`config.mk`:
```
export PLATFORM = sky130hd
export DESIGN_NAME = fpga_config_pin_control
export DESIGN_NICKNAME = d
export VERILOG_FILES = /design/src/hdl/fpga_cfg_pkg.sv /design/src/hdl/fpga_config_pin_control.sv /design/src/hdl/pin_sync3.sv
export SDC_FILE = /design/constraint.sdc
export NUM_CORES = 1
export LEC_CHECK = 0
export ABC_AREA = 1
export BUFFER_PORTS_ARGS = -buffer_cell sky130_fd_sc_hd__buf_2
export CAP_MARGIN = 20
export CORE_MARGIN = 2
export CORE_UTILIZATION = 42
export CTS_BUF_LIST = sky130_fd_sc_hd__clkbuf_8
export CTS_CLUSTER_SIZE = 14
export DETAILED_ROUTE_END_ITERATION = 6
export MAX_ROUTING_LAYER = met4
export REMOVE_ABC_BUFFERS = 1
export SETUP_SLACK_MARGIN = 0.5
export SYNTH_ARGS = -nofsm -noshare
export SYNTH_HDL_FRONTEND = slang
export SYNTH_SLANG_ARGS = --single-unit
export TNS_END_PERCENT = 10
```
`constraint.sdc`:
```
create_clock -name ref_clk -period 3.2 [get_ports ref_clk]
set_input_delay 0.64 -clock ref_clk [delete_from_list [all_inputs] [get_ports ref_clk]]
set_output_delay 0.64 -clock ref_clk [all_outputs]
set_load 0.005 [all_outputs]
```
`src/hdl/fpga_cfg_pkg.sv`:
```
// constants, types and helpers shared by the configuration pin controller
package fpga_cfg_pkg;

	localparam int REF_HZ   = 10_000_000;
	localparam int TICK_HZ  = 1_000_000;
	localparam int TICK_DIV = REF_HZ / TICK_HZ;
	localparam logic [3:0] TICK_LAST = 4'(TICK_DIV - 1);

	localparam int POR_EXP_HI = 14;
	localparam int POR_EXP_LO = 16;
	localparam int POR_TICKS_HI = 2 ** POR_EXP_HI;
	localparam int POR_TICKS_LO = 2 ** POR_EXP_LO;

	localparam logic [1:0] DONE_HOLD_LAST = 2'h1;
	localparam logic [4:0] CLEAR_LAST     = 5'h0f;
	localparam logic [2:0] BYTE_LAST      = 3'h7;

	localparam logic [15:0] ADDR_LOW_START  = 16'h0000;
	localparam logic [15:0] ADDR_HIGH_START = 16'hffff;
	localparam int PIN_W = 20;

	typedef enum logic [2:0]
	{
		MODE_MSER   = 3'h0,
		MODE_MLOW   = 3'h4,
		MODE_PERIPH = 3'h5,
		MODE_MHIGH  = 3'h6,
		MODE_SSER   = 3'h7
	} mode_t;

	typedef enum logic [1:0]
	{
		RB_OFF  = 2'h0,
		RB_ONCE = 2'h1,
		RB_MANY = 2'h2
	} rb_opt_t;

	typedef enum logic [3:0]
	{
		S_POR    = 4'h0,
		S_CLEAR  = 4'h1,
		S_HOLD   = 4'h3,
		S_LOAD   = 4'h2,
		S_START1 = 4'h6,
		S_START2 = 4'h7,
		S_USER   = 4'h5,
		S_PDOWN  = 4'h4,
		S_RESUME = 4'hc
	} state_t;

	typedef struct packed
	{
		logic [2:0] sel_n;
		logic       ws;
		logic [7:0] data;
	} periph_bus_t;

	function automatic logic drivesCclk(input mode_t m);
		return m != MODE_SSER;
	endfunction

	function automatic logic isParMaster(input mode_t m);
		return (m == MODE_MLOW) || (m == MODE_MHIGH);
	endfunction

	function automatic logic isSerial(input mode_t m);
		return (m == MODE_SSER) || (m == MODE_MSER);
	endfunction

endpackage

```
`src/hdl/fpga_config_pin_control.sv`:
```
// configuration loader and control-pin logic of the gate array
//
// Summary of operation
// power-down low halts, resets, tri-states everything
// after power-down, done stays low two ticks
// power-down held high during configuration
// reset low postpones configuration start
// timeout then reset release, sample modes
// reset during load reinitializes and restarts
// reset after configuration clears storage elements
// drive config clock in master, peripheral
// external config clock parked high, short lows
// startup ordered; done before or after outputs
// done falling edge after configuration reconfigures
// mode0 picks power-on delay length
// read-trigger rising edge starts readback
// readback data active low on mode1
// config flags held until configuration completes
// init low while stabilizing and clearing
// peripheral write latches byte on deassertion
// ready/busy shows when byte accepted
// master parallel drives sixteen-bit address
// address clock rises before address changes
// serial data in, forwarded out downstream
// pull-ups on, unused outputs tri-stated
// mode latched once per attempt
`timescale 1ns/100ps
module fpga_config_pin_control #(
	parameter int POR_TICKS_HI = fpga_cfg_pkg::POR_TICKS_HI,
	parameter int POR_TICKS_LO = fpga_cfg_pkg::POR_TICKS_LO
) (
	input  wire logic                        ref_clk,
	input  wire logic                        nrst,
	input  wire logic                        power_down_n,
	input  wire logic                        configReset_n,
	input  wire logic                        config_clock_in,
	input  wire logic                        done_program_in,
	input  wire logic                        mode0_read_trigger,
	input  wire logic                        mode1_readback_data_in,
	input  wire logic                        mode2_select,
	input  wire fpga_cfg_pkg::periph_bus_t   periphIn,
	input  wire logic                        serialDataIn,
	input  wire logic                        cfgLoadDone,
	input  wire logic                        readbackBit,
	input  wire logic                        readbackLast,
	input  wire logic                        doneBeforeOutputs,
	input  wire fpga_cfg_pkg::rb_opt_t       readbackOption,
	output logic                             config_clock_out,
	output logic                             config_clock_oe,
	output logic                             done_program_oe,
	output logic                             mode1_readback_data_out,
	output logic                             mode1_readback_data_oe,
	output logic                             config_high_flag,
	output logic                             config_low_flag,
	output logic                             configFlagsOe,
	output logic                             initLowOe,
	output logic                             readyBusy,
	output logic                             readyBusyOe,
	output logic                             addrClock,
	output logic                             addrClockOe,
	output logic [15:0]                      memory_address_out,
	output logic                             memAddrOe,
	output logic                             write_strobe_out,
	output logic                             periph_select2_n_out,
	output logic                             serialDataOut,
	output logic                             serialDataOe,
	output logic                             pullupEn,
	output logic                             cfgBit,
	output logic                             cfgBitValid,
	output logic                             readbackShift,
	output logic                             outputsActive,
	output logic                             storageReset
);
	////////////////////////////////////////////////////////////////////////////
	// pin synchronisation
	logic [fpga_cfg_pkg::PIN_W-1:0] rawPins;
	logic [fpga_cfg_pkg::PIN_W-1:0] syncPins;
	logic [fpga_cfg_pkg::PIN_W-1:0] pins;
	logic                           pdn;
	logic                           rstPin;
	logic                           cclkPin;
	logic                           donePin;
	logic [2:0]                     modePins;
	logic                           serPin;
	fpga_cfg_pkg::periph_bus_t      bus;

	assign rawPins = {power_down_n, configReset_n, config_clock_in, done_program_in,
		mode2_select, mode1_readback_data_in, mode0_read_trigger, periphIn, serialDataIn};

	pin_sync3 #(.W(fpga_cfg_pkg::PIN_W)) pinSync (
		.ref_clk (ref_clk),
		.nrst    (nrst),
		.pinIn   (rawPins),
		.pinOut  (syncPins)
	);

	assign pdn = syncPins[fpga_cfg_pkg::PIN_W-1];
	// while powered down every input reads as high
	assign pins = pdn ? syncPins : '1;
	assign rstPin   = pins[18];
	assign cclkPin  = pins[17];
	assign donePin  = pins[16];
	assign modePins = pins[15:13];
	assign bus      = pins[12:1];
	assign serPin   = pins[0];

	////////////////////////////////////////////////////////////////////////////
	// 1 MHz tick
	logic [3:0] divCnt_q;
	logic       tick_q;

	always_ff @(posedge ref_clk)
	begin
		if (!nrst || !pdn)
		begin
			divCnt_q <= 4'h0;
			tick_q   <= 1'b0;
		end
		else
		begin
			tick_q   <= divCnt_q == fpga_cfg_pkg::TICK_LAST;
			divCnt_q <= (divCnt_q == fpga_cfg_pkg::TICK_LAST) ? 4'h0 : divCnt_q + 4'h1;
		end
	end

	////////////////////////////////////////////////////////////////////////////
	// sequencing
	fpga_cfg_pkg::state_t state_q;
	fpga_cfg_pkg::mode_t  mode_q;
	logic [16:0]          porCnt_q;
	logic [16:0]          porLast;
	logic                 porSampled_q;
	logic                 porLong_q;
	logic [4:0]           clrCnt_q;
	logic [1:0]           holdCnt_q;
	logic                 configured_q;
	logic                 donePrev_q;
	logic                 inLoad;
	logic                 preUser;

	assign porLast = porLong_q ? 17'(POR_TICKS_LO - 1) : 17'(POR_TICKS_HI - 1);
	assign inLoad  = state_q == fpga_cfg_pkg::S_LOAD;
	// start-up steps count as done, so flags never overlap active outputs
	assign preUser = (state_q == fpga_cfg_pkg::S_POR) || (state_q == fpga_cfg_pkg::S_CLEAR)
		|| (state_q == fpga_cfg_pkg::S_HOLD) || inLoad;

	always_ff @(posedge ref_clk)
	begin
		if (!nrst)
			state_q <= fpga_cfg_pkg::S_POR;
		else if (!pdn && state_q != fpga_cfg_pkg::S_PDOWN)
			state_q <= fpga_cfg_pkg::S_PDOWN;
		else
		begin
			unique case (state_q)
				fpga_cfg_pkg::S_POR:
					if (tick_q && porSampled_q && porCnt_q == porLast)
						state_q <= fpga_cfg_pkg::S_CLEAR;
				fpga_cfg_pkg::S_CLEAR:
					if (tick_q && clrCnt_q == fpga_cfg_pkg::CLEAR_LAST)
						state_q <= fpga_cfg_pkg::S_HOLD;
				fpga_cfg_pkg::S_HOLD:
					if (rstPin)
						state_q <= fpga_cfg_pkg::S_LOAD;
				fpga_cfg_pkg::S_LOAD:
					if (!rstPin)
						state_q <= fpga_cfg_pkg::S_CLEAR;
					else if (cfgLoadDone)
						state_q <= fpga_cfg_pkg::S_START1;
				fpga_cfg_pkg::S_START1:
					if (tick_q)
						state_q <= fpga_cfg_pkg::S_START2;
				fpga_cfg_pkg::S_START2:
					if (tick_q)
						state_q <= fpga_cfg_pkg::S_USER;
				fpga_cfg_pkg::S_USER:
					if (donePrev_q && !donePin)
						state_q <= fpga_cfg_pkg::S_CLEAR;
				fpga_cfg_pkg::S_PDOWN:
					// a power-down before configuration is illegal; restart cleanly
					if (pdn)
						state_q <= configured_q ? fpga_cfg_pkg::S_RESUME : fpga_cfg_pkg::S_CLEAR;
				fpga_cfg_pkg::S_RESUME:
					if (tick_q && holdCnt_q == fpga_cfg_pkg::DONE_HOLD_LAST)
						state_q <= fpga_cfg_pkg::S_USER;
				default:
					state_q <= fpga_cfg_pkg::S_POR;
			endcase
		end
	end

	// mode0 sampled at the first tick, once the synchroniser has settled
	always_ff @(posedge ref_clk)
	begin
		if (!nrst)
		begin
			porSampled_q <= 1'b0;
			porLong_q    <= 1'b0;
			porCnt_q     <= 17'h00000;
		end
		else if (state_q != fpga_cfg_pkg::S_POR)
			porCnt_q <= 17'h00000;
		else if (tick_q && !porSampled_q)
		begin
			porSampled_q <= 1'b1;
			porLong_q    <= !modePins[0];
		end
		else if (tick_q)
			porCnt_q <= porCnt_q + 17'h00001;
	end

	always_ff @(posedge ref_clk)
	begin
		if (!nrst || state_q != fpga_cfg_pkg::S_CLEAR)
			clrCnt_q <= 5'h00;
		else if (tick_q)
			clrCnt_q <= clrCnt_q + 5'h01;
	end

	always_ff @(posedge ref_clk)
	begin
		if (!nrst || state_q != fpga_cfg_pkg::S_RESUME)
			holdCnt_q <= 2'h0;
		else if (tick_q)
			holdCnt_q <= holdCnt_q + 2'h1;
	end

	always_ff @(posedge ref_clk)
	begin
		if (!nrst)
		begin
			configured_q <= 1'b0;
			donePrev_q   <= 1'b1;
		end
		else
		begin
			donePrev_q <= donePin;
			if (state_q == fpga_cfg_pkg::S_USER)
				configured_q <= 1'b1;
			else if (state_q == fpga_cfg_pkg::S_CLEAR)
				configured_q <= 1'b0;
		end
	end

	////////////////////////////////////////////////////////////////////////////
	// mode capture and configuration clock
	logic [15:0] addr_q;
	logic        cclkOut_q;
	logic        cclkPrev_q;
	logic        drv;
	logic        cclkRise;
	logic        extRise;

	always_ff @(posedge ref_clk)
	begin
		if (!nrst)
			mode_q <= fpga_cfg_pkg::MODE_SSER;
		else if (state_q == fpga_cfg_pkg::S_HOLD && rstPin)
			mode_q <= fpga_cfg_pkg::mode_t'(modePins);
	end

	assign drv     = fpga_cfg_pkg::drivesCclk(mode_q);
	assign extRise = cclkPin && !cclkPrev_q;
	assign cclkRise = drv ? (tick_q && !cclkOut_q) : extRise;

	// driven clock runs at half the tick rate and parks high
	always_ff @(posedge ref_clk)
	begin
		if (!nrst)
		begin
			cclkOut_q  <= 1'b1;
			cclkPrev_q <= 1'b1;
		end
		else
		begin
			cclkPrev_q <= cclkPin;
			if (inLoad && drv && tick_q)
				cclkOut_q <= !cclkOut_q;
			else if (!inLoad)
				cclkOut_q <= 1'b1;
		end
	end

	////////////////////////////////////////////////////////////////////////////
	// data entry
	logic       wrOn;
	logic       wrPrev_q;
	logic       latchByte;
	logic [7:0] buf_q;
	logic       bufFull_q;
	logic [7:0] sh_q;
	logic [2:0] cnt_q;
	logic       shifting_q;
	logic       serial;
	logic       periph;
	logic       byteReady;
	logic [7:0] nextByte;
	logic       emit;
	logic       take;
	logic       bitVal;
	logic       advPend_q;
	logic       rclk_q;

	assign serial    = fpga_cfg_pkg::isSerial(mode_q);
	assign periph    = mode_q == fpga_cfg_pkg::MODE_PERIPH;
	assign wrOn      = (bus.sel_n == 3'h0) && bus.ws;
	assign latchByte = inLoad && periph && wrPrev_q && !wrOn;
	assign byteReady = periph ? bufFull_q : fpga_cfg_pkg::isParMaster(mode_q);
	assign nextByte  = periph ? buf_q : bus.data;
	assign emit      = inLoad && cclkRise && (serial || shifting_q || byteReady);
	assign take      = emit && !serial && !shifting_q;
	assign bitVal    = serial ? serPin : (shifting_q ? sh_q[7] : nextByte[7]);

	always_ff @(posedge ref_clk)
	begin
		if (!nrst || !inLoad)
		begin
			wrPrev_q  <= 1'b0;
			bufFull_q <= 1'b0;
			buf_q     <= 8'h00;
		end
		else
		begin
			wrPrev_q <= wrOn;
			if (latchByte)
			begin
				buf_q     <= bus.data;
				bufFull_q <= 1'b1;
			end
			else if (take)
				bufFull_q <= 1'b0;
		end
	end

	// bytes go out msb first, one bit per clock rise
	always_ff @(posedge ref_clk)
	begin
		if (!nrst || !inLoad)
		begin
			sh_q       <= 8'h00;
			cnt_q      <= 3'h0;
			shifting_q <= 1'b0;
		end
		else if (emit && !serial)
		begin
			if (!shifting_q)
			begin
				sh_q       <= {nextByte[6:0], 1'b0};
				cnt_q      <= fpga_cfg_pkg::BYTE_LAST - 3'h1;
				shifting_q <= 1'b1;
			end
			else
			begin
				sh_q       <= {sh_q[6:0], 1'b0};
				cnt_q      <= cnt_q - 3'h1;
				shifting_q <= cnt_q != 3'h0;
			end
		end
	end

	// address only moves on a later tick, so the clock edge always leads it
	always_ff @(posedge ref_clk)
	begin
		if (!nrst)
		begin
			addr_q    <= fpga_cfg_pkg::ADDR_LOW_START;
			advPend_q <= 1'b0;
			rclk_q    <= 1'b0;
		end
		else if (state_q == fpga_cfg_pkg::S_HOLD)
		begin
			addr_q    <= (modePins == fpga_cfg_pkg::MODE_MHIGH)
				? fpga_cfg_pkg::ADDR_HIGH_START : fpga_cfg_pkg::ADDR_LOW_START;
			advPend_q <= 1'b0;
			rclk_q    <= 1'b0;
		end
		else if (take && fpga_cfg_pkg::isParMaster(mode_q))
		begin
			rclk_q    <= 1'b1;
			advPend_q <= 1'b1;
		end
		else if (advPend_q && tick_q)
		begin
			addr_q    <= (mode_q == fpga_cfg_pkg::MODE_MHIGH) ? addr_q - 16'h0001
				: addr_q + 16'h0001;
			advPend_q <= 1'b0;
			rclk_q    <= 1'b0;
		end
	end

	logic       cfgBit_q;
	logic       cfgBitValid_q;
	logic       serOut_q;
	logic       rdy_q;

	always_ff @(posedge ref_clk)
	begin
		if (!nrst)
		begin
			cfgBit_q      <= 1'b0;
			cfgBitValid_q <= 1'b0;
			serOut_q      <= 1'b1;
			rdy_q         <= 1'b0;
		end
		else
		begin
			cfgBitValid_q <= emit;
			rdy_q         <= inLoad && !bufFull_q && !latchByte;
			if (emit)
			begin
				cfgBit_q <= bitVal;
				serOut_q <= bitVal;
			end
		end
	end

	////////////////////////////////////////////////////////////////////////////
	// startup, readback and pin ownership
	logic doneOe_q;
	logic outAct_q;
	logic rbTrigPrev_q;
	logic rbActive_q;
	logic rbUsed_q;
	logic rbShift_q;
	logic rdata_q;
	logic rbStart;
	logic inUser;
	logic startTick;

	assign inUser    = state_q == fpga_cfg_pkg::S_USER;
	assign startTick = tick_q && (state_q == fpga_cfg_pkg::S_START1
		|| state_q == fpga_cfg_pkg::S_START2);

	always_ff @(posedge ref_clk)
	begin
		if (!nrst)
		begin
			doneOe_q <= 1'b1;
			outAct_q <= 1'b0;
		end
		else if (inUser)
		begin
			doneOe_q <= 1'b0;
			outAct_q <= 1'b1;
		end
		else if (state_q == fpga_cfg_pkg::S_PDOWN)
		begin
			doneOe_q <= 1'b0;
			outAct_q <= 1'b0;
		end
		else if (state_q == fpga_cfg_pkg::S_RESUME)
		begin
			doneOe_q <= 1'b1;
			outAct_q <= 1'b1;
		end
		else if (startTick)
		begin
			if (state_q == fpga_cfg_pkg::S_START2 || doneBeforeOutputs)
				doneOe_q <= 1'b0;
			if (state_q == fpga_cfg_pkg::S_START2 || !doneBeforeOutputs)
				outAct_q <= 1'b1;
		end
		else if (state_q != fpga_cfg_pkg::S_START1 && state_q != fpga_cfg_pkg::S_START2)
		begin
			doneOe_q <= 1'b1;
			outAct_q <= 1'b0;
		end
	end

	// the external clock is assumed parked high and never held low for long
	assign rbStart = inUser && modePins[0] && !rbTrigPrev_q
		&& (readbackOption == fpga_cfg_pkg::RB_MANY
		|| (readbackOption == fpga_cfg_pkg::RB_ONCE && !rbUsed_q));

	always_ff @(posedge ref_clk)
	begin
		if (!nrst || !inUser)
		begin
			rbTrigPrev_q <= 1'b1;
			rbActive_q   <= 1'b0;
			rbShift_q    <= 1'b0;
			rdata_q      <= 1'b1;
		end
		else
		begin
			rbTrigPrev_q <= modePins[0];
			rbShift_q    <= rbActive_q && extRise;
			if (rbStart)
				rbActive_q <= 1'b1;
			else if (rbActive_q && extRise && readbackLast)
				rbActive_q <= 1'b0;
			if (rbActive_q && extRise)
				rdata_q <= !readbackBit;
		end
	end

	always_ff @(posedge ref_clk)
	begin
		if (!nrst || state_q == fpga_cfg_pkg::S_CLEAR)
			rbUsed_q <= 1'b0;
		else if (rbStart)
			rbUsed_q <= 1'b1;
	end

	logic flagsOe_q;
	logic initOe_q;
	logic pullup_q;
	logic stRst_q;
	logic rdataOe_q;
	logic cclkOe_q;
	logic rdyOe_q;
	logic parOe_q;
	logic serOe_q;

	always_ff @(posedge ref_clk)
	begin
		if (!nrst)
		begin
			flagsOe_q <= 1'b1;
			initOe_q  <= 1'b1;
			pullup_q  <= 1'b1;
			stRst_q   <= 1'b1;
			rdataOe_q <= 1'b0;
		end
		else
		begin
			flagsOe_q <= preUser;
			initOe_q  <= state_q == fpga_cfg_pkg::S_POR
				|| state_q == fpga_cfg_pkg::S_CLEAR;
			pullup_q  <= preUser;
			stRst_q   <= (inUser && !rstPin) || !inUser && !outAct_q;
			rdataOe_q <= rbActive_q;
		end
	end

	////////////////////////////////////////////////////////////////////////////
	// outputs, each from a flip-flop; unused pins stay tri-stated
	assign config_clock_out        = cclkOut_q;
	assign config_clock_oe         = cclkOe_q;
	assign done_program_oe         = doneOe_q;
	assign mode1_readback_data_out = rdata_q;
	assign mode1_readback_data_oe  = rdataOe_q;
	assign config_high_flag        = flagsOe_q;
	assign config_low_flag         = !flagsOe_q;
	assign configFlagsOe           = flagsOe_q;
	assign initLowOe               = initOe_q;
	assign readyBusy               = rdy_q;
	assign readyBusyOe             = rdyOe_q;
	assign addrClock               = rclk_q;
	assign addrClockOe             = parOe_q;
	assign memory_address_out      = addr_q;
	assign memAddrOe               = parOe_q;
	assign write_strobe_out        = addr_q[0];
	assign periph_select2_n_out    = addr_q[1];
	assign serialDataOut           = serOut_q;
	assign serialDataOe            = serOe_q;
	assign pullupEn                = pullup_q;
	assign cfgBit                  = cfgBit_q;
	assign cfgBitValid             = cfgBitValid_q;
	assign readbackShift           = rbShift_q;
	assign outputsActive           = outAct_q;
	assign storageReset            = stRst_q;

	always_ff @(posedge ref_clk)
	begin
		if (!nrst)
		begin
			cclkOe_q <= 1'b0;
			rdyOe_q  <= 1'b0;
			parOe_q  <= 1'b0;
			serOe_q  <= 1'b0;
		end
		else
		begin
			cclkOe_q <= inLoad && drv;
			rdyOe_q  <= inLoad && periph;
			parOe_q  <= inLoad && fpga_cfg_pkg::isParMaster(mode_q);
			serOe_q  <= inLoad;
		end
	end
endmodule

```
`src/hdl/pin_sync3.sv`:
```
// three-stage pin synchroniser with agreement filter
`timescale 1ns/100ps
module pin_sync3 #(
	parameter int W = 1
) (
	input  wire logic         ref_clk,
	input  wire logic         nrst,
	input  wire logic [W-1:0] pinIn,
	output logic      [W-1:0] pinOut
);
	logic [W-1:0] s1_q;
	logic [W-1:0] s2_q;
	logic [W-1:0] s3_q;
	logic [W-1:0] out_q;

	// reset to ones: undriven pins sit on their pull-ups
	always_ff @(posedge ref_clk)
	begin
		if (!nrst)
		begin
			s1_q  <= '1;
			s2_q  <= '1;
			s3_q  <= '1;
			out_q <= '1;
		end
		else
		begin
			s1_q  <= pinIn;
			s2_q  <= s1_q;
			s3_q  <= s2_q;
			out_q <= (s2_q & s3_q) | (out_q & (s2_q | s3_q));
		end
	end

	assign pinOut = out_q;
endmodule

```
==> impl_metrics.ini <==
[floorplan]
coreArea_mm2 = 0.0181
start_util_pct = 43.2
dieArea_mm2 = 0.0197
num_rows = 49
ios = 68
die_h_um = 140
die_x_um = 140

[global_routing]
grt_pass1_wl_um = 28600
grtUsageTotal_pct = 18.3
grt-ovfl-total = 0
antenna_found_initial = 0
grt_pass1_vias = 5972
grt_max_degree = 50

[cts]
path_clk_slew_ns = 0.10
postCtsHoldBufs = 0
ctsRootBufferMaster = clkbuf_8
cts_buffers = 17
tritoncts = yes
cts.sinks = 179
worst_skew_pair.late_latency_ns = 0.46
cts_buffer_depth = 2
htreeDepth = 4

[cells_and_area]
syn2layout_area_growth_pct = 12.6
layout_common_cells = nand2_1, dfxtp_1, nor2_1
drive_gt1_share_pct = 19.4
insertedDiodeCount = 0
mostFrequentLayoutCell = nand2_1
nNetsFinal = 1142

[drt]
vias_per_cell = 4.87
drt-total-wl_um = 16500
route.met2.wl_um = 7250
top_layer_used = met4
first_iter_violations = 392
drt_first_pass_iters = 5
wl_met3_um = 521
drt-met1-wl_um = 8410
drtAntennaViolNets = 0
num_vias = 6487
drc_errors = 0
wire_per_inst_um = 12.3

[sta]
timing.final.crit_period_ns = 2.39
hold_viol = 0
tns_ns = 0
timing.fmax_mhz = 418
slew_headroom_pct = 60.5
drv_slew = 0
finalSetupViolations = 0
clock_skew_ns = 0.0108
worst-slew-pin-transition_ns = 0.592
rsz0062_at_grt = false
finalCritPeriodShare_pct = 74.8
setup_slack_ns = 0.807
whs_ns = 0.358

[power_and_ir_drop]
leakage_nw = 3.89
cellPowerDensity_mw_per_mm2 = 559
ir_drop_v = 0.000301
p_total_mw = 4.91

[setup_path]
r2r_cells = 15
arrival_ns = 2.76
required_ns = 3.57
reg2reg_to = memory_address_out[14]
critPathCaptureType = flip-flop
slowest_stage = dfxtp_1
crit_family = simple AND/OR/NAND/NOR gates
r2r-start = mode_q[0]
crit_top_cell = nand2_1
path_class = reg -> reg
crit_chain = nor2_4, nand2_1, clkinvlp_4, buf_12, fa_1, nand3_1, nand3_1, nand2_1, nand2_1, nand2_1, nand3_1, nand2_1, nor2_1, nor2_1, nor2_1
path_buf_inv = 2
max_stage_delay_ns = 0.49
cp_max_fo = 15
regToRegSetupSlack_ns = 0.81
crit_path_start_kind = flip-flop

[flow_run]
cap_violations = 0

[synthesis]
synth_top_cell_area_share_pct = 45.9
ys_ff_latch = 179
syn-cell-area_mm2 = 0.00781
yosysTopAreaCell = dfxtp_1
synth_edf_count = 0
ys_seq_area_share_pct = 45.9
synth_area_leaders = dfxtp_1, nand2_1, or2_2
syn_avg_cell_area_um2 = 7.62
yosysUniqueCellTypes = 52
synth-main-ff-cell = dfxtp_1
yosys_warnings = 0
async_flop_share_pct = 0
syn_inst = 1024

[min_path]
min_path_cells = 2
hold_end = mode1_readback_data_out
min-delay-start = readbackBit
hp-class = in -> reg

[place]
dp_slack_ns = 0.617
dp_hpwl_um = 11700
portBuffers = 67
gp_congestion = 0.856

[run_status]
status = finished clean
## routing by layer
layer / vias up / track usage [%]
met4: 0 / 6.27
met3: 20 / 3.18
met1: 2922 / 24.2
met2: 107 / 28.4
met5: - / -
li1: 3438 / -
## synthesized netlist by cell type, types with 2 or more instances
master,n
nand4_1,10
nand3_1,61
inv_2,5
a21oi_2,7
o211ai_1,6
nor3b_1,3
a211oi_1,3
nand2_2,10
and2_1,2
xnor2_1,5
nor3_1,13
nor4_1,2
nor2_4,3
xor2_1,4
nand2_1,215
a21oi_1,77
dfxtp_1,179
inv_1,101
buf_6,3
clkinv_1,2
nand3_2,3
mux2i_1,2
clkbuf_1,17
buf_2,4
a21boi_0,2
or2_2,66
o21ai_0,67
nor2_1,101
ha_1,22
buf_4,6
nand3b_1,2
## worst max path at each step
| stage | start | end | slack, ns | cells after the start |
|---|---|---|---|---|
| final | mode_q[0] | memory_address_out[14] | 0.81 | 15 |
| after detailed placement | mode_q[2] | memory_address_out[14] | 0.62 | 15 |
| after global placement | mode_q[2] | memory_address_out[15] | 0.68 | 16 |
| after floorplan | nrst | porCnt_q[15] | 0.58 | 4 |
| after global routing | mode_q[0] | memory_address_out[14] | 0.55 | 15 |
| after CTS | mode_q[2] | memory_address_out[5] | 0.61 | 14 |
## flip-flops by register name, summed over array words and instances, names as in the netlist, 3 cells and up
register and flops:
pinSync.s2_q 20, mode_q 3, porCnt_q 17, sh_q 7, clrCnt_q 5, pinSync.pinOut 20
pinSync.s1_q 20, state_q 4, cnt_q 3, divCnt_q 4, buf_q 8, pinSync.s3_q 20
memory_address_out 16
## kinds of logic after synthesis
logic type                 after synthesis  synth area share (%)
AOI/OAI and AO/OA                      176                  12.6
xor gates and xnor gates                 9                  1.01
adders and majority gates               23                  3.78
buffers and inverters                  140                  7.40
DFF                                    179                  45.9
muxes                                    2                 0.256
and+or+nand+nor                        495                  29.0
## through the flow
| step | utilization, % | cells | instance area, um^2 |
|---|---|---|---|
| 5_1_grt | 48.6 | 1333 | 8790 |
| 2_1_floorplan | - | 993 | 7640 |
| 3_3_place_gp | 46.1 | 1300 | 8340 |
| 6_report | 48.6 | 1333 | 8790 |
| 3_5_place_dp | 46.1 | 1300 | 8340 |
| 4_1_cts | 48.5 | 1332 | 8770 |
## report_power, final
| group | total [mW] | switching [mW] | internal (mW) | leakage (nW) |
|---|---|---|---|---|
| logic | 0.874 | 0.553 | 0.321 | 2.21 |
| registers | 2.40 | 0.0741 | 2.33 | 1.46 |
| clock network | 1.64 | 0.831 | 0.805 | 0.218 |
## repair_timing
item,4_1_cts,5_1_grt
setup buffers,0,1
setup endpoints to repair,0,12
resized for setup,0,1
## final cells by class
cell class | count | area, um^2
fillers | 1826 | 9300
multi-input cells | 705 | 3640
flip-flops and latches | 179 | 3580
repair buffers | 79 | 438
inverters | 109 | 414
well taps | 229 | 287
clock buffers | 18 | 248
clock inverters | 14 | 175
No activity file was read; power rests on OpenSTA's default activity.
